===== config.mk =====
export PLATFORM = sky130hd
export DESIGN_NAME = acd_clock_divider
export DESIGN_NICKNAME = d
export VERILOG_FILES = /design/src/rtl/acd_clock_divider.v /design/src/rtl/acd_edge_divider.v
export VERILOG_INCLUDE_DIRS = /design/src /design/src/rtl
export SDC_FILE = /design/constraint.sdc
export NUM_CORES = 1
export LEC_CHECK = 0
export BUFFER_PORTS_ARGS = -buffer_cell sky130_fd_sc_hd__buf_2
export CAP_MARGIN = 20
export CORE_ASPECT_RATIO = 0.9
export CORE_MARGIN = 2
export CORE_UTILIZATION = 45
export CTS_BUF_LIST = sky130_fd_sc_hd__clkbuf_16
export DETAILED_ROUTE_END_ITERATION = 16
export GPL_TIMING_DRIVEN = 0
export PLACE_DENSITY = 0.67
export SKIP_LAST_GASP = 1
export SYNTH_ARGS = -nofsm -noshare
export SYNTH_HDL_FRONTEND = slang
export SYNTH_SLANG_ARGS = --single-unit

===== constraint.sdc =====
create_clock -name clock -period 6.75 [get_ports clock]
set_input_delay 1.35 -clock clock [delete_from_list [all_inputs] [get_ports clock]]
set_output_delay 1.35 -clock clock [all_outputs]
set_load 0.01 [all_outputs]

===== src/rtl/acd_clk_map.vh =====
// Register map, field positions and reset values of the clock configuration block.
// Assumes an 8-bit register address and 8-bit register data.
`ifndef ACD_CLK_MAP_VH
`define ACD_CLK_MAP_VH

// Register addresses
`define ACD_ADDR_CLK_ONE 8'h0D
`define ACD_ADDR_CLK_TWO 8'h0E
`define ACD_ADDR_LINK_MODE 8'h10
`define ACD_ADDR_STATUS 8'h11

// Reset values
`define ACD_RST_CLK_ONE 8'h08
`define ACD_RST_CLK_TWO 8'h86
`define ACD_RST_LINK_MODE 8'h00

// Writable bit masks; reserved bits are held at zero
`define ACD_MASK_CLK_ONE 8'h8E
`define ACD_MASK_CLK_TWO 8'hEF
`define ACD_MASK_LINK_MODE 8'h01

// clock_config_one fields
`define ACD_SRC_BIT 7
`define ACD_DIV_MSB 3
`define ACD_DIV_LSB 1

// clock_config_two fields
`define ACD_MDIV_MSB 7
`define ACD_MDIV_LSB 5
`define ACD_OSR_MSB 3
`define ACD_OSR_LSB 0

// Link mode field
`define ACD_MASTER_BIT 0

// Widths
`define ACD_HALF_W 3
`define ACD_RATIO_W 13

`endif


===== src/rtl/acd_clock_divider.v =====
// Clock configuration block: source select, internal clock divider, modulator
// clock divider and data rate strobe, with the two clock configuration registers.
// Assumes a single 125 MHz system clock; the crystal and serial clock pins are
// asynchronous and much slower than it; software uses the plain register port.
//
// Overview of operation
// - Bit 7 selects crystal or serial clock
// - Bits 3:1 divide source by even ratio
// - Synchronous master drives internal clock out unless bit 7 picks serial clock
// - Register one at 0Dh, reset 08h, reserved zero
// - Register two at 0Eh, reset 86h
// - Modulator divider top, bit 4 zero, ratio low
// - Ratio code sets output data rate
`timescale 1ns/1ps
`include "acd_clk_map.vh"

module acd_clock_divider (
  input wire clock,
  input wire rst_n,
  input wire [7:0] regAddr,
  input wire [7:0] regWrData,
  input wire regWrStrobe,
  input wire regRdStrobe,
  output reg [7:0] regRdData,
  input wire crystalClockPin,
  input wire serialClockIn,
  output reg serialClockOut,
  output reg serialClockOe,
  output wire internalClock,
  output wire modulatorClock,
  output reg dataReadyPulse
);

////////////////////////////////////////////////////////////////////////////////
// Functions

// Half period in source edges; the reserved code 0 behaves as code 1
function [`ACD_HALF_W-1:0] halfOf;
  input [`ACD_HALF_W-1:0] code;
  begin
    halfOf = (code == {`ACD_HALF_W{1'b0}}) ? {{(`ACD_HALF_W-1){1'b0}}, 1'b1} : code;
  end
endfunction

// Decimation ratio from the four-bit code
function [`ACD_RATIO_W-1:0] ratioOf;
  input [3:0] code;
  begin
    case (code)
      4'h0: ratioOf = 13'd4096;
      4'h1: ratioOf = 13'd2048;
      4'h2: ratioOf = 13'd1024;
      4'h3: ratioOf = 13'd800;
      4'h4: ratioOf = 13'd768;
      4'h5: ratioOf = 13'd512;
      4'h6: ratioOf = 13'd400;
      4'h7: ratioOf = 13'd384;
      4'h8: ratioOf = 13'd256;
      4'h9: ratioOf = 13'd200;
      4'hA: ratioOf = 13'd192;
      4'hB: ratioOf = 13'd128;
      4'hC: ratioOf = 13'd96;
      4'hD: ratioOf = 13'd64;
      4'hE: ratioOf = 13'd48;
      default: ratioOf = 13'd32;
    endcase
  end
endfunction

// Synchroniser stage two and three agree
function settled;
  input a;
  input b;
  begin
    settled = (a == b);
  end
endfunction

////////////////////////////////////////////////////////////////////////////////
// Registers

reg [7:0] clkOne_q;
reg [7:0] clkTwo_q;
reg [7:0] linkMode_q;
reg srcSel_q;
reg iclkRestart_q;
reg modRestart_q;

wire wrClkOne;
wire wrClkTwo;
wire wrLinkMode;
wire masterMode;

assign wrClkOne = regWrStrobe && (regAddr == `ACD_ADDR_CLK_ONE);
assign wrClkTwo = regWrStrobe && (regAddr == `ACD_ADDR_CLK_TWO);
assign wrLinkMode = regWrStrobe && (regAddr == `ACD_ADDR_LINK_MODE);
assign masterMode = linkMode_q[`ACD_MASTER_BIT];

always @(posedge clock) begin
  if (!rst_n) begin
    clkOne_q <= `ACD_RST_CLK_ONE;
    clkTwo_q <= `ACD_RST_CLK_TWO;
    linkMode_q <= `ACD_RST_LINK_MODE;
  end else begin
    if (wrClkOne) begin
      clkOne_q <= regWrData & `ACD_MASK_CLK_ONE;
    end
    if (wrClkTwo) begin
      clkTwo_q <= regWrData & `ACD_MASK_CLK_TWO;
    end
    if (wrLinkMode) begin
      linkMode_q <= regWrData & `ACD_MASK_LINK_MODE;
    end
  end
end

// Any rewrite of a divider field restarts the affected counters
always @(posedge clock) begin
  if (!rst_n) begin
    iclkRestart_q <= 1'b0;
    modRestart_q <= 1'b0;
  end else begin
    iclkRestart_q <= wrClkOne;
    modRestart_q <= wrClkOne || wrClkTwo;
  end
end

////////////////////////////////////////////////////////////////////////////////
// Read port: data stands only in the cycle after the strobe

always @(posedge clock) begin
  if (!rst_n) begin
    regRdData <= 8'h00;
  end else if (regRdStrobe) begin
    case (regAddr)
      `ACD_ADDR_CLK_ONE: regRdData <= clkOne_q;
      `ACD_ADDR_CLK_TWO: regRdData <= clkTwo_q;
      `ACD_ADDR_LINK_MODE: regRdData <= linkMode_q;
      `ACD_ADDR_STATUS: regRdData <= {4'h0, serialClockOe, srcSel_q, modulatorClock,
                                      internalClock};
      default: regRdData <= 8'h00;
    endcase
  end else begin
    regRdData <= 8'h00;
  end
end

////////////////////////////////////////////////////////////////////////////////
// Pin synchronisers

reg xtalS1_q;
reg xtalS2_q;
reg xtalS3_q;
reg xtalLvl_q;
reg sclkS1_q;
reg sclkS2_q;
reg sclkS3_q;
reg sclkLvl_q;

always @(posedge clock) begin
  if (!rst_n) begin
    xtalS1_q <= 1'b0;
    xtalS2_q <= 1'b0;
    xtalS3_q <= 1'b0;
    xtalLvl_q <= 1'b0;
    sclkS1_q <= 1'b0;
    sclkS2_q <= 1'b0;
    sclkS3_q <= 1'b0;
    sclkLvl_q <= 1'b0;
  end else begin
    xtalS1_q <= crystalClockPin;
    xtalS2_q <= xtalS1_q;
    xtalS3_q <= xtalS2_q;
    if (settled(xtalS2_q, xtalS3_q)) begin
      xtalLvl_q <= xtalS3_q;
    end
    sclkS1_q <= serialClockIn;
    sclkS2_q <= sclkS1_q;
    sclkS3_q <= sclkS2_q;
    if (settled(sclkS2_q, sclkS3_q)) begin
      sclkLvl_q <= sclkS3_q;
    end
  end
end

////////////////////////////////////////////////////////////////////////////////
// Source selection and edge detection

reg srcLvl_q;
reg srcTick_q;
wire srcLvl_d;

assign srcLvl_d = clkOne_q[`ACD_SRC_BIT] ? sclkLvl_q : xtalLvl_q;

always @(posedge clock) begin
  if (!rst_n) begin
    srcSel_q <= 1'b0;
    srcLvl_q <= 1'b0;
    srcTick_q <= 1'b0;
  end else begin
    srcSel_q <= clkOne_q[`ACD_SRC_BIT];
    if (srcSel_q != clkOne_q[`ACD_SRC_BIT]) begin
      // Swallow the spurious edge a source swap could fake
      srcLvl_q <= srcLvl_d;
      srcTick_q <= 1'b0;
    end else begin
      srcLvl_q <= srcLvl_d;
      srcTick_q <= srcLvl_d && !srcLvl_q;
    end
  end
end

////////////////////////////////////////////////////////////////////////////////
// Internal clock divider

wire iclkRise;

acd_edge_divider iclkDiv (
  .clock(clock),
  .rst_n(rst_n),
  .srcTick(srcTick_q),
  .halfCount(halfOf(clkOne_q[`ACD_DIV_MSB:`ACD_DIV_LSB])),
  .restart(iclkRestart_q),
  .clkOut(internalClock),
  .risePulse(iclkRise)
);

////////////////////////////////////////////////////////////////////////////////
// Serial clock output in synchronous master mode

always @(posedge clock) begin
  if (!rst_n) begin
    serialClockOut <= 1'b0;
    serialClockOe <= 1'b0;
  end else begin
    // No drive while the serial pin itself is the clock source
    serialClockOe <= masterMode && !clkOne_q[`ACD_SRC_BIT];
    serialClockOut <= internalClock;
  end
end

////////////////////////////////////////////////////////////////////////////////
// Modulator clock divider

wire modRise;

acd_edge_divider modDiv (
  .clock(clock),
  .rst_n(rst_n),
  .srcTick(iclkRise),
  .halfCount(halfOf(clkTwo_q[`ACD_MDIV_MSB:`ACD_MDIV_LSB])),
  .restart(modRestart_q),
  .clkOut(modulatorClock),
  .risePulse(modRise)
);

////////////////////////////////////////////////////////////////////////////////
// Output data rate strobe

reg [`ACD_RATIO_W-1:0] decCnt_q;
wire [`ACD_RATIO_W-1:0] ratio;

assign ratio = ratioOf(clkTwo_q[`ACD_OSR_MSB:`ACD_OSR_LSB]);

always @(posedge clock) begin
  if (!rst_n) begin
    decCnt_q <= {`ACD_RATIO_W{1'b0}};
    dataReadyPulse <= 1'b0;
  end else begin
    dataReadyPulse <= 1'b0;
    if (modRestart_q) begin
      decCnt_q <= {`ACD_RATIO_W{1'b0}};
    end else if (modRise) begin
      if (decCnt_q >= ratio - 1'b1) begin
        decCnt_q <= {`ACD_RATIO_W{1'b0}};
        dataReadyPulse <= 1'b1;
      end else begin
        decCnt_q <= decCnt_q + 1'b1;
      end
    end
  end
end

endmodule // acd_clock_divider


===== src/rtl/acd_edge_divider.v =====
// Even-ratio divider driven by rising-edge ticks of a sampled source clock.
// Assumes srcTick is a one-cycle pulse on the system clock, one per source rising edge.
`timescale 1ns/1ps
`include "acd_clk_map.vh"

module acd_edge_divider (
  input wire clock,
  input wire rst_n,
  input wire srcTick,
  input wire [`ACD_HALF_W-1:0] halfCount,
  input wire restart,
  output reg clkOut,
  output reg risePulse
);

reg [`ACD_HALF_W-1:0] cnt_q;
reg pend_q;

////////////////////////////////////////////////////////////////////////////////
// Counter and output toggle
always @(posedge clock) begin
  if (!rst_n) begin
    cnt_q <= {`ACD_HALF_W{1'b0}};
    pend_q <= 1'b0;
    clkOut <= 1'b0;
    risePulse <= 1'b0;
  end else begin
    risePulse <= 1'b0;
    if (pend_q && !clkOut) begin
      // Restart only in the low phase so no high pulse is cut short
      cnt_q <= {`ACD_HALF_W{1'b0}};
      pend_q <= restart;
    end else begin
      if (restart) begin
        pend_q <= 1'b1;
      end
      if (srcTick) begin
        if (cnt_q + 1'b1 >= halfCount) begin
          cnt_q <= {`ACD_HALF_W{1'b0}};
          clkOut <= ~clkOut;
          risePulse <= ~clkOut;
        end else begin
          cnt_q <= cnt_q + 1'b1;
        end
      end
    end
  end
end

endmodule // acd_edge_divider


* After elaboration in Yosys (flattened, before gate mapping) *
Memory sizes are Yosys's and may differ from the RTL's. A register that Yosys moved wholly into a read port is not among the register bits.
Index checks and enable logic that the tools add are counted.

word-level totals
  flip-flop bits (word level) = 61
  bits in read-only memories = 160
  bits of input ports = 22
  output and inout bits = 13
  logic and storage cells = 94
  memories = 1

operators by class
  add/sub/neg operators = 4
  order comparisons = 3
  equality and inequality tests = 7
  muxes and demuxes = 14
  bitwise operators = 10
  reduce and logical (&&, ||, !) cells = 26

memories
  name              depth  width  rd ports  clocked after memory_dff  write ports  RTL line                RTL
  (name not given)  16     10     1         1                         0            acd_clock_divider.v:49  case (code)

operators with widths
  operator                                                               count
  8-bit case mux with 4 select lines                                     1
  8-bit by 4-bit equality test with 1-bit output, second input constant  2
  8-bit by 5-bit equality test with 1-bit output, second input constant  2
  13-bit by 1-bit adder with 13-bit output, second input constant        1
  13-bit >= comparator                                                   1
  13-bit two-way mux                                                     1
  13-bit by 1-bit subtractor with 13-bit output, second input constant   1
  3-bit two-way mux                                                      4
  1-bit inverter                                                         10
  4-bit two-way mux                                                      2
  2-bit OR reduction                                                     4
  4-bit OR reduction                                                     2
  1-bit logical AND                                                      7
  3-bit by 1-bit adder with 3-bit output, second input constant          2
  3-bit >= comparator                                                    2
  3-bit zero test                                                        2
  1-bit two-way mux                                                      6
  3-bit AND reduction                                                    2
  1-bit zero test                                                        4
  2-bit nonzero test                                                     2
  3-bit OR reduction                                                     1
  1-bit equality test                                                    2
  2-bit AND reduction                                                    1
  1-bit logical OR                                                       1
  1-bit != test                                                          1

* Logic depth before layout (Yosys ltp) *
Gate-level depths: netlist of the first run.

  word-level depth = 5
  depth in mapped cells = 11
  mapped depth without buffers = 11

* Cells and area by module *
Synthesis of the first run repeated with hierarchy kept, for this count alone.

second synthesis, totals
  cells, all modules = 359
  area total of the unflattened synthesis = 3423.3 µm²

modules (own cells, without submodules)
  module             instances  cells an instance  area an instance (µm²)  seq. area each (µm²)
  acd_clock_divider  1          289                2765.2                  1161.1
  acd_edge_divider   2          35                 329.1                   120.1

* Worst setup path before layout of the first run *
No wires, ideal clock.

  path kind = in2reg
  start point = input regAddr[5]
  end point = register ratio[8] (netlist name)
  setup time = 0.122 ns
  data arrival time = 2.786 ns
  data required time = 6.628 ns
  setup slack = 3.842 ns
  stages on the path = 8
  buffers on the path = 0
  cell sequence = nor3_4 nand4_4 mux2i_1 nand2b_2 inv_1 ha_1 mux2i_1 o22ai_2

on the way
  cells in the longest elaborated chain, start to end = 4

RTL lines
  element                                         RTL line                RTL
  from (decl)                                     acd_clock_divider.v:20  input wire [7:0] regAddr,
  8-bit by 4-bit equality test with 1-bit output  -
  1-bit logical AND                               acd_clock_divider.v:95  assign wrClkTwo = regWrStrobe && (regAddr == `ACD_ADDR_CLK_TWO);
  4-bit two-way mux (no line) (2 in series)       -

No other way between the ends.
A chain may end at the register's enable or synchronous reset.

* Worst setup path in the final report of the first run *
  start point = input regAddr[5]
  end point = register ratio[8] (netlist name)

on the way
  cells in the longest elaborated chain, start to end = 4

RTL lines
  element                                         RTL line
  8-bit by 4-bit equality test with 1-bit output  -
  1-bit logical AND                               acd_clock_divider.v:95
  4-bit two-way mux (no line) (2 in series)       -

No other way between the ends.

==> impl_metrics.toml, run 1 <==
[synthesis]
synthTopCellsByCount = "70 x dfxtp_1, 33 x nor2_1, 25 x ha_1"
synthFlopType = "dfxtp_1"
async_flop_share_pct = 0
avgSynthCellArea_sq_um = 9.395
yosysSeqAreaShare_pct = 42.14
synth_seq_cells = 70
yosys.area.top_type = "dfxtp_1"
synth_top_cell_area_share_pct = 42.14
yosys_warnings = 0
synth.most_common_cell = "dfxtp_1"
syn_area_sq_um = 3326
postSynthCellCount = 354
synthTopCellsByArea = "dfxtp_1 42%, ha_1 9.4%, mux2i_1 4.2%"
synth_edf_count = 0
syn_nets = 401
yosysUniqueCellTypes = 56

[layout]
final_area_sq_um = 3901
ff_latch_area_sq_um = 1401
multi_input_area_sq_um = 1808
fin_nets = 444
num_antenna_cells = 0
layout-drive-gt1-share_pct = 15.92
area_growth_syn_to_layout_pct = 17.31
n_fill_cell = 665

[detailed_routing]
dr_wl_met3_um = 458
vias = 2617
dr.max_layer_used = "met4"
drt_pre_antenna_iters = 4
drt-total-wl_mm = 6.976
remaining_drc_errors = 0
post_drt_wl_per_cell_um = 14.09
drtIter0Drc = 174
via_per_inst = 5.287
wl_met1_mm = 3.244
ant_nets = 0
met2_length_mm = 3.160

[clock_network]
cts_buffers = 9
root_buffer = "clkbuf_16"
clock_latency_ns = 0.33
cts-resized-gates = 0
clkTransAtPathRegs_ns = 0.06
ctsHoldBuffers = 0
clock_sinks = 70
post_cts.repair.setup_buffers = 0
htreeDepth = 3
cts_max_path_buffers = 2
cts_tree = "yes"

[global_route]
grt_pass1_vias = 2475
antenna_found_initial = 0
grt_pass1_wl_mm = 11.78
grt_overflow_total = 0
grt_use_total_pct = 18.96
grt_max_degree = 14

[die]
start_util_pct = 46.76
die_h_um = 85.56
row_count = 29
coreArea_sq_um = 7112
num_io_pins = 35
die-area_sq_um = 8095
fp.dieW_um = 94.62

[timing]
relSlewSlack_pct = 50.82
post-route-min-period_ns = 3.048
whs_ns = 0.3971
rsz0062_at_grt = "no"
fmax_mhz = 328.0
skew_ns = 0.005774
worst_slew_pin_slew_ns = 0.7333
min_period_over_period_pct = 45.16
final_max_slew_viol_count = 0
hold_viol = 0
finalSetupViolations = 0
fin_tns_setup_ns = 0

[pwr]
vdd_drop_max_uv = 144.4
power_density_nw_per_um2 = 235.5
p_leak_nw = 1.649

[place]
dp_hpwl_mm = 5.199
routabilityCongestion = 0.8057
dpl-instance-area_sq_um = 3602
port-buffer-count = 32

[critical_path]
cpPeakStageDelay_ns = 0.44
path_max_fanout = 7
slowest_stage = "nor3_4"
endpoint_kind = "flop"
crit_top_cell = "mux2i_1"
critPathArrivalTime_ns = 3.26
crit_path_start_kind = "input pin"
worstSetupPathType = "in2reg"
crit_chain = "buf_2 > nor3_4 > nand4_4 > mux2i_1 > nand2b_2 > inv_1 > ha_1 > mux2i_1 > o22ai_2"
worst_ep_required_time_ns = 6.96

[run_status]
status = "finished, final reports clean"

[hold_path]
min_path_type = "reg2reg"

[flow_run]
drv_cap = 0
[critical path, delay by kind of cell]
kind,cells,cell delay (ns)
compound gates,1,0.09
fa+ha+maj,1,0.24
buf+inv,2,0.22
mux,2,0.39
simple gates,3,0.96
[cells by family after synthesis]
kind of cell / share of synthesized area, %
AND/OR/NAND/NOR: 22.31
XOR/XNOR: 6.320
other: 0.1128
adder cells (fa/ha/maj): 9.406
flip-flops: 42.14
AO/OA/AOI/OAI: 11.32
multiplexers: 4.891
buffers and inverters: 3.499
[cell usage in the layout (no fill, tap or decap), types with 7 or more instances in the layout]
cell type	netlist	layout
dfxtp_1	70	70
ha_1	25	25
nand2_1	22	22
mux2i_1	14	14
nand2b_1	7	7
a21oi_1	21	21
clkbuf_16	0	9
nand3_1	10	10
and2_1	9	9
nor3_1	20	20
xor2_1	11	11
nor2_1	33	33
clkbuf_1	7	7
xnor2_1	13	13
inv_1	17	18
buf_2	2	34
[sequential cells by signal, summed over array words and instances (netlist names), 3 cells and up]
| register | count |
|---|---|
| clkOne_q | 4 |
| clkTwo_q | 7 |
| decCnt_q | 13 |
| iclkDiv.cnt_q | 3 |
| modDiv.cnt_q | 3 |
| ratio | 10 |
| regRdData | 7 |
[power by group]
group	total, mW	internal (mW)	switching (mW)
Clock	0.468	0.287	0.182
Sequential	0.419	0.416	0.00253
Combinational	0.0318	0.0120	0.0198
Total	0.919	0.715	0.204
[path summary, 6_finish.rpt]
check,start,end,slack (ns),cells after the start
setup / recovery,regAddr[5],ratio[8]$_DFF_P_,3.70,9
hold / removal,srcLvl_q$_SDFF_PN0_,srcTick_q$_SDFF_PP0_,0.40,1
setup reg to reg,ratio[5]$_DFF_P_,decCnt_q[12]$_SDFFE_PP0P_,3.94,10
hold reg to reg,srcLvl_q$_SDFF_PN0_,srcTick_q$_SDFF_PP0_,0.40,1
[metrics by stage]
step | util (%) | worst slack (ns) | total power, mW | cells
3_5_place_dp | 50.65 | 3.379 | 0.4593 | 479
6_report | 54.86 | 3.702 | 0.9189 | 495
3_3_place_gp | 50.65 | 3.452 | 0.4581 | 479
5_1_grt | 54.86 | 3.547 | 0.9512 | 495
2_1_floorplan | - | 3.842 | 0.4445 | 354
4_1_cts | 54.86 | 3.720 | 0.9257 | 495
[layout make-up]
class                   count  share of cell area (%)
multi-input cells         255                   46.34
flip-flops and latches     70                   35.92
clock buffers               9                   5.773
repair buffers             32                   4.105
well taps                  93                   2.983
clock inverters             7                   1.892
inverters                  18                   1.732
plain buffers              11                   1.251
[per-layer routing]
| metal | GRT usage (%) | vias up |
|---|---|---|
| li1 | - | 1333 |
| met1 | 25.25 | 1212 |
| met2 | 29.53 | 63 |
| met3 | 4.482 | 9 |
| met4 | 8.037 | 0 |
| met5 | 0 | - |
No activity file was read; power rests on OpenSTA's default activity.
==> inputs of run 2 (changes only) <==
- ABC_AREA: default -> 1
- PLACE_DENSITY: 0.67 -> 0.69
- clock period: 6.75 -> 2.68 ns (I/O delays scaled with it)
==> run 2 against run 1 <==
Critical path depth is 5 higher. Global-route usage is 1.0 points lower. Die area is 1.2% higher. Largest cell class unchanged. Critical path type is now reg2reg. Core utilization is 0.86 points higher. Synthesized area is 1.3% higher. Largest power group unchanged. Hold slack worse by 0.0094 ns.
==> impl_metrics.toml, run 2 <==
[detailed_routing]
vias = 2729
ant_nets = 0
drtIter0Drc = 138
drt_pre_antenna_iters = 4
remaining_drc_errors = 0
post_drt_wl_per_cell_um = 11.93
drt-total-wl_mm = 6.645
via_per_inst = 4.899

[critical_path]
critPathBufInv = 1
crit_chain = "nor2_1 > nand4_1 > nor3_2 > nand3b_1 > xor2_1 > ha_1 > nand4_1 > a21oi_1 > nor2_1 > nand2_1 > nand2_1 > nand2_1 > buf_2 > nor2_1"
critPathArrivalTime_ns = 2.61
slowest_stage = "dfxtp_1"
cpPeakStageDelay_ns = 0.33
crit_path_start_kind = "flop"
worst_r2r_endpoint = "decCnt_q[8]$_SDFFE_PP0P_"
rrSetupSlack_ns = 0.29
endpoint_kind = "flop"
worst_ep_required_time_ns = 2.90
r2r-start = "ratio[6]$_SDFF_PN0_"
worstSetupPathType = "reg2reg"
path_delay_family = "simple AND/OR/NAND/NOR gates"
worst_r2r_path_depth = 14
path_max_fanout = 10

[hold_path]
min_path_type = "in2reg"
hold_path_depth = 3
hold_end = "xtalS1_q$_SDFF_PN0_"
min-delay-start = "crystalClockPin"

[timing]
worst_slew_pin_slew_ns = 0.7694
fmax_mhz = 418.4
finalSetupViolations = 0
fin_tns_setup_ns = 0
min_period_over_period_pct = 89.19
rsz0062_at_grt = "no"
post-route-min-period_ns = 2.390
skew_ns = 0.008456
hold_viol = 0
final_max_slew_viol_count = 0
relSlewSlack_pct = 48.31

[place]
port-buffer-count = 31
routabilityCongestion = 0.8362
dp_hpwl_mm = 5.111

[clock_network]
htreeDepth = 3
cts_max_path_buffers = 2
cts_tree = "yes"
root_buffer = "clkbuf_16"
clkTransAtPathRegs_ns = 0.06
clock_latency_ns = 0.33
cts_buffers = 9
clock_sinks = 70
ctsHoldBuffers = 0

[die]
row_count = 29
coreArea_sq_um = 7148
num_io_pins = 35
die-area_sq_um = 8194
start_util_pct = 47.12
fp.dieW_um = 95.20
die_h_um = 86.08

[pwr]
vdd_drop_max_uv = 386.3
swShare_pct = 19.91
pwr-share-clk_pct = 54.5
pwr-share-comb_pct = 3.0
p_leak_nw = 1.860
p_sw_mw = 0.4906
total_power_mw = 2.465
seqPwrFrac_pct = 42.5
power_density_nw_per_um2 = 618.9
internal_power_mw = 1.974

[synthesis]
yosys.area.top_type = "dfxtp_1"
yosysSeqAreaShare_pct = 41.60
synthTopCellsByArea = "dfxtp_1 42%, ha_1 9.3%, nand2_1 6.2%"
yosys_warnings = 0
synth_edf_count = 0
synthTopCellsByCount = "70 x dfxtp_1, 56 x nand2_1, 52 x inv_1, 52 x nor2_1, 28 x nand3_1"
synth.most_common_cell = "dfxtp_1"
avgSynthCellArea_sq_um = 8.077
synth_seq_cells = 70
synthFlopType = "dfxtp_1"
async_flop_share_pct = 0
syn_area_sq_um = 3368
yosysUniqueCellTypes = 36
syn_nets = 464
synth_top_cell_area_share_pct = 41.60
postSynthCellCount = 417

[global_route]
grt_pass1_vias = 2503
grt_pass1_wl_mm = 11.39
grt_use_total_pct = 17.93
grt_overflow_total = 0
antenna_found_initial = 0
grt_max_degree = 13

[layout]
n_fill_cell = 662
num_antenna_cells = 0
final_common_cell = "dfxtp_1"
layout-drive-gt1-share_pct = 18.53
area_growth_syn_to_layout_pct = 18.24
largest_reg_flops = 13
fin_nets = 506
layout_common_cells = "70 x dfxtp_1, 56 x nand2_1, 52 x nor2_1, 52 x inv_1, 33 x buf_2"
regMostFlops = "decCnt_q"

[run_status]
status = "finished, final reports clean"

[flow_run]
drv_cap = 0
## run 2: changes by cell type after synthesis, sizes merged, moves of 7 or more
cell	delta
nand2	+45
inv	+41
nor2	+25
nand3	+22
mux2i	-13
o21ai	+12
and2	-10
nand2b	-8
xnor2	-8
nor3	-7
xor2	+7
## run 2: power groups by stage
stage | combinational, mW | clock, mW | sequential [mW]
after CTS | 0.0743 | 1.36 | 1.05
after global placement | 0.0725 | 0 | 1.07
final | 0.0738 | 1.34 | 1.05
after global routing | 0.0825 | 1.41 | 1.05
after floorplan | 0.0446 | 0 | 1.07
after detailed placement | 0.0736 | 0 | 1.07
## run 2: routing by layer
layer  up-vias  global-route usage, %  wire length, um
met5         -                      0                0
met4         0                  5.270               68
met3         7                  6.239              294
met2        52                  28.62             3083
met1      1238                  22.81             3199
li1       1432                      -                -
## run 2: logic make-up after synthesis
kind of cell    count (synthesis)  synth area share (%)
buf+inv                        65                 7.541
xor+xnor                       23                 5.981
other cells                     1                0.1113
simple gates                  186                 27.53
fa+ha+maj                      25                 9.287
compound gates                 45                 7.355
mux                             2                0.5944
flops                          70                 41.60
## run 2: repair_timing
action,CTS,global route
buffers inserted,0,0
endpoints found under the setup margin,0,10
resized for setup,0,1
## run 2: how the worst max path moves through the flow
stage                        startpoint                       end  slack (ns)  depth (start not counted)
floorplan           ratio[6]$_SDFF_PN0_  decCnt_q[0]$_SDFFE_PP0P_        0.56                         14
global placement    ratio[6]$_SDFF_PN0_  decCnt_q[4]$_SDFFE_PP0P_        0.26                         14
detailed placement  ratio[6]$_SDFF_PN0_  decCnt_q[9]$_SDFFE_PP0P_        0.17                         14
CTS                 ratio[6]$_SDFF_PN0_  decCnt_q[8]$_SDFFE_PP0P_        0.17                         14
global route        ratio[6]$_SDFF_PN0_  decCnt_q[8]$_SDFFE_PP0P_        0.01                         14
finish              ratio[6]$_SDFF_PN0_  decCnt_q[8]$_SDFFE_PP0P_        0.29                         14
## run 2: stage by stage
step           worst slack [ns]  cells  hold slack, ns  util (%)  instance area (sq um)
6_report                 0.2898    557          0.3878     55.72                   3983
5_1_grt                 0.01295    557          0.3858     55.72                   3983
4_1_cts                  0.1700    557          0.3845     55.65                   3978
3_5_place_dp             0.1676    541          0.3836     50.92                   3640
3_3_place_gp             0.2630    541          0.3793     50.92                   3640
2_1_floorplan            0.5559    417          0.3752         -                   3368
## run 2: worst reg2reg max path: cells and delay by family, from the launching register on
kind / cells / cell delay (ns)
AO/OA/AOI/OAI: 1 / 0.13
XOR/XNOR: 1 / 0.16
adder cells (fa/ha/maj): 1 / 0.32
buffers and inverters: 1 / 0.25
flip-flops: 1 / 0.33
AND/OR/NAND/NOR: 10 / 1.11
## run 2: layout make-up
| cell class | count | area (sq um) | share of cell area, % |
|---|---|---|---|
| multi-input cells | 282 | 1718 | 43.14 |
| flip-flops and latches | 70 | 1401 | 35.19 |
| clock buffers | 9 | 225.2 | 5.655 |
| inverters | 58 | 217.7 | 5.467 |
| repair buffers | 31 | 155.1 | 3.896 |
| well taps | 93 | 116.4 | 2.922 |
| clock inverters | 7 | 112.6 | 2.828 |
| plain buffers | 7 | 36.28 | 0.9111 |
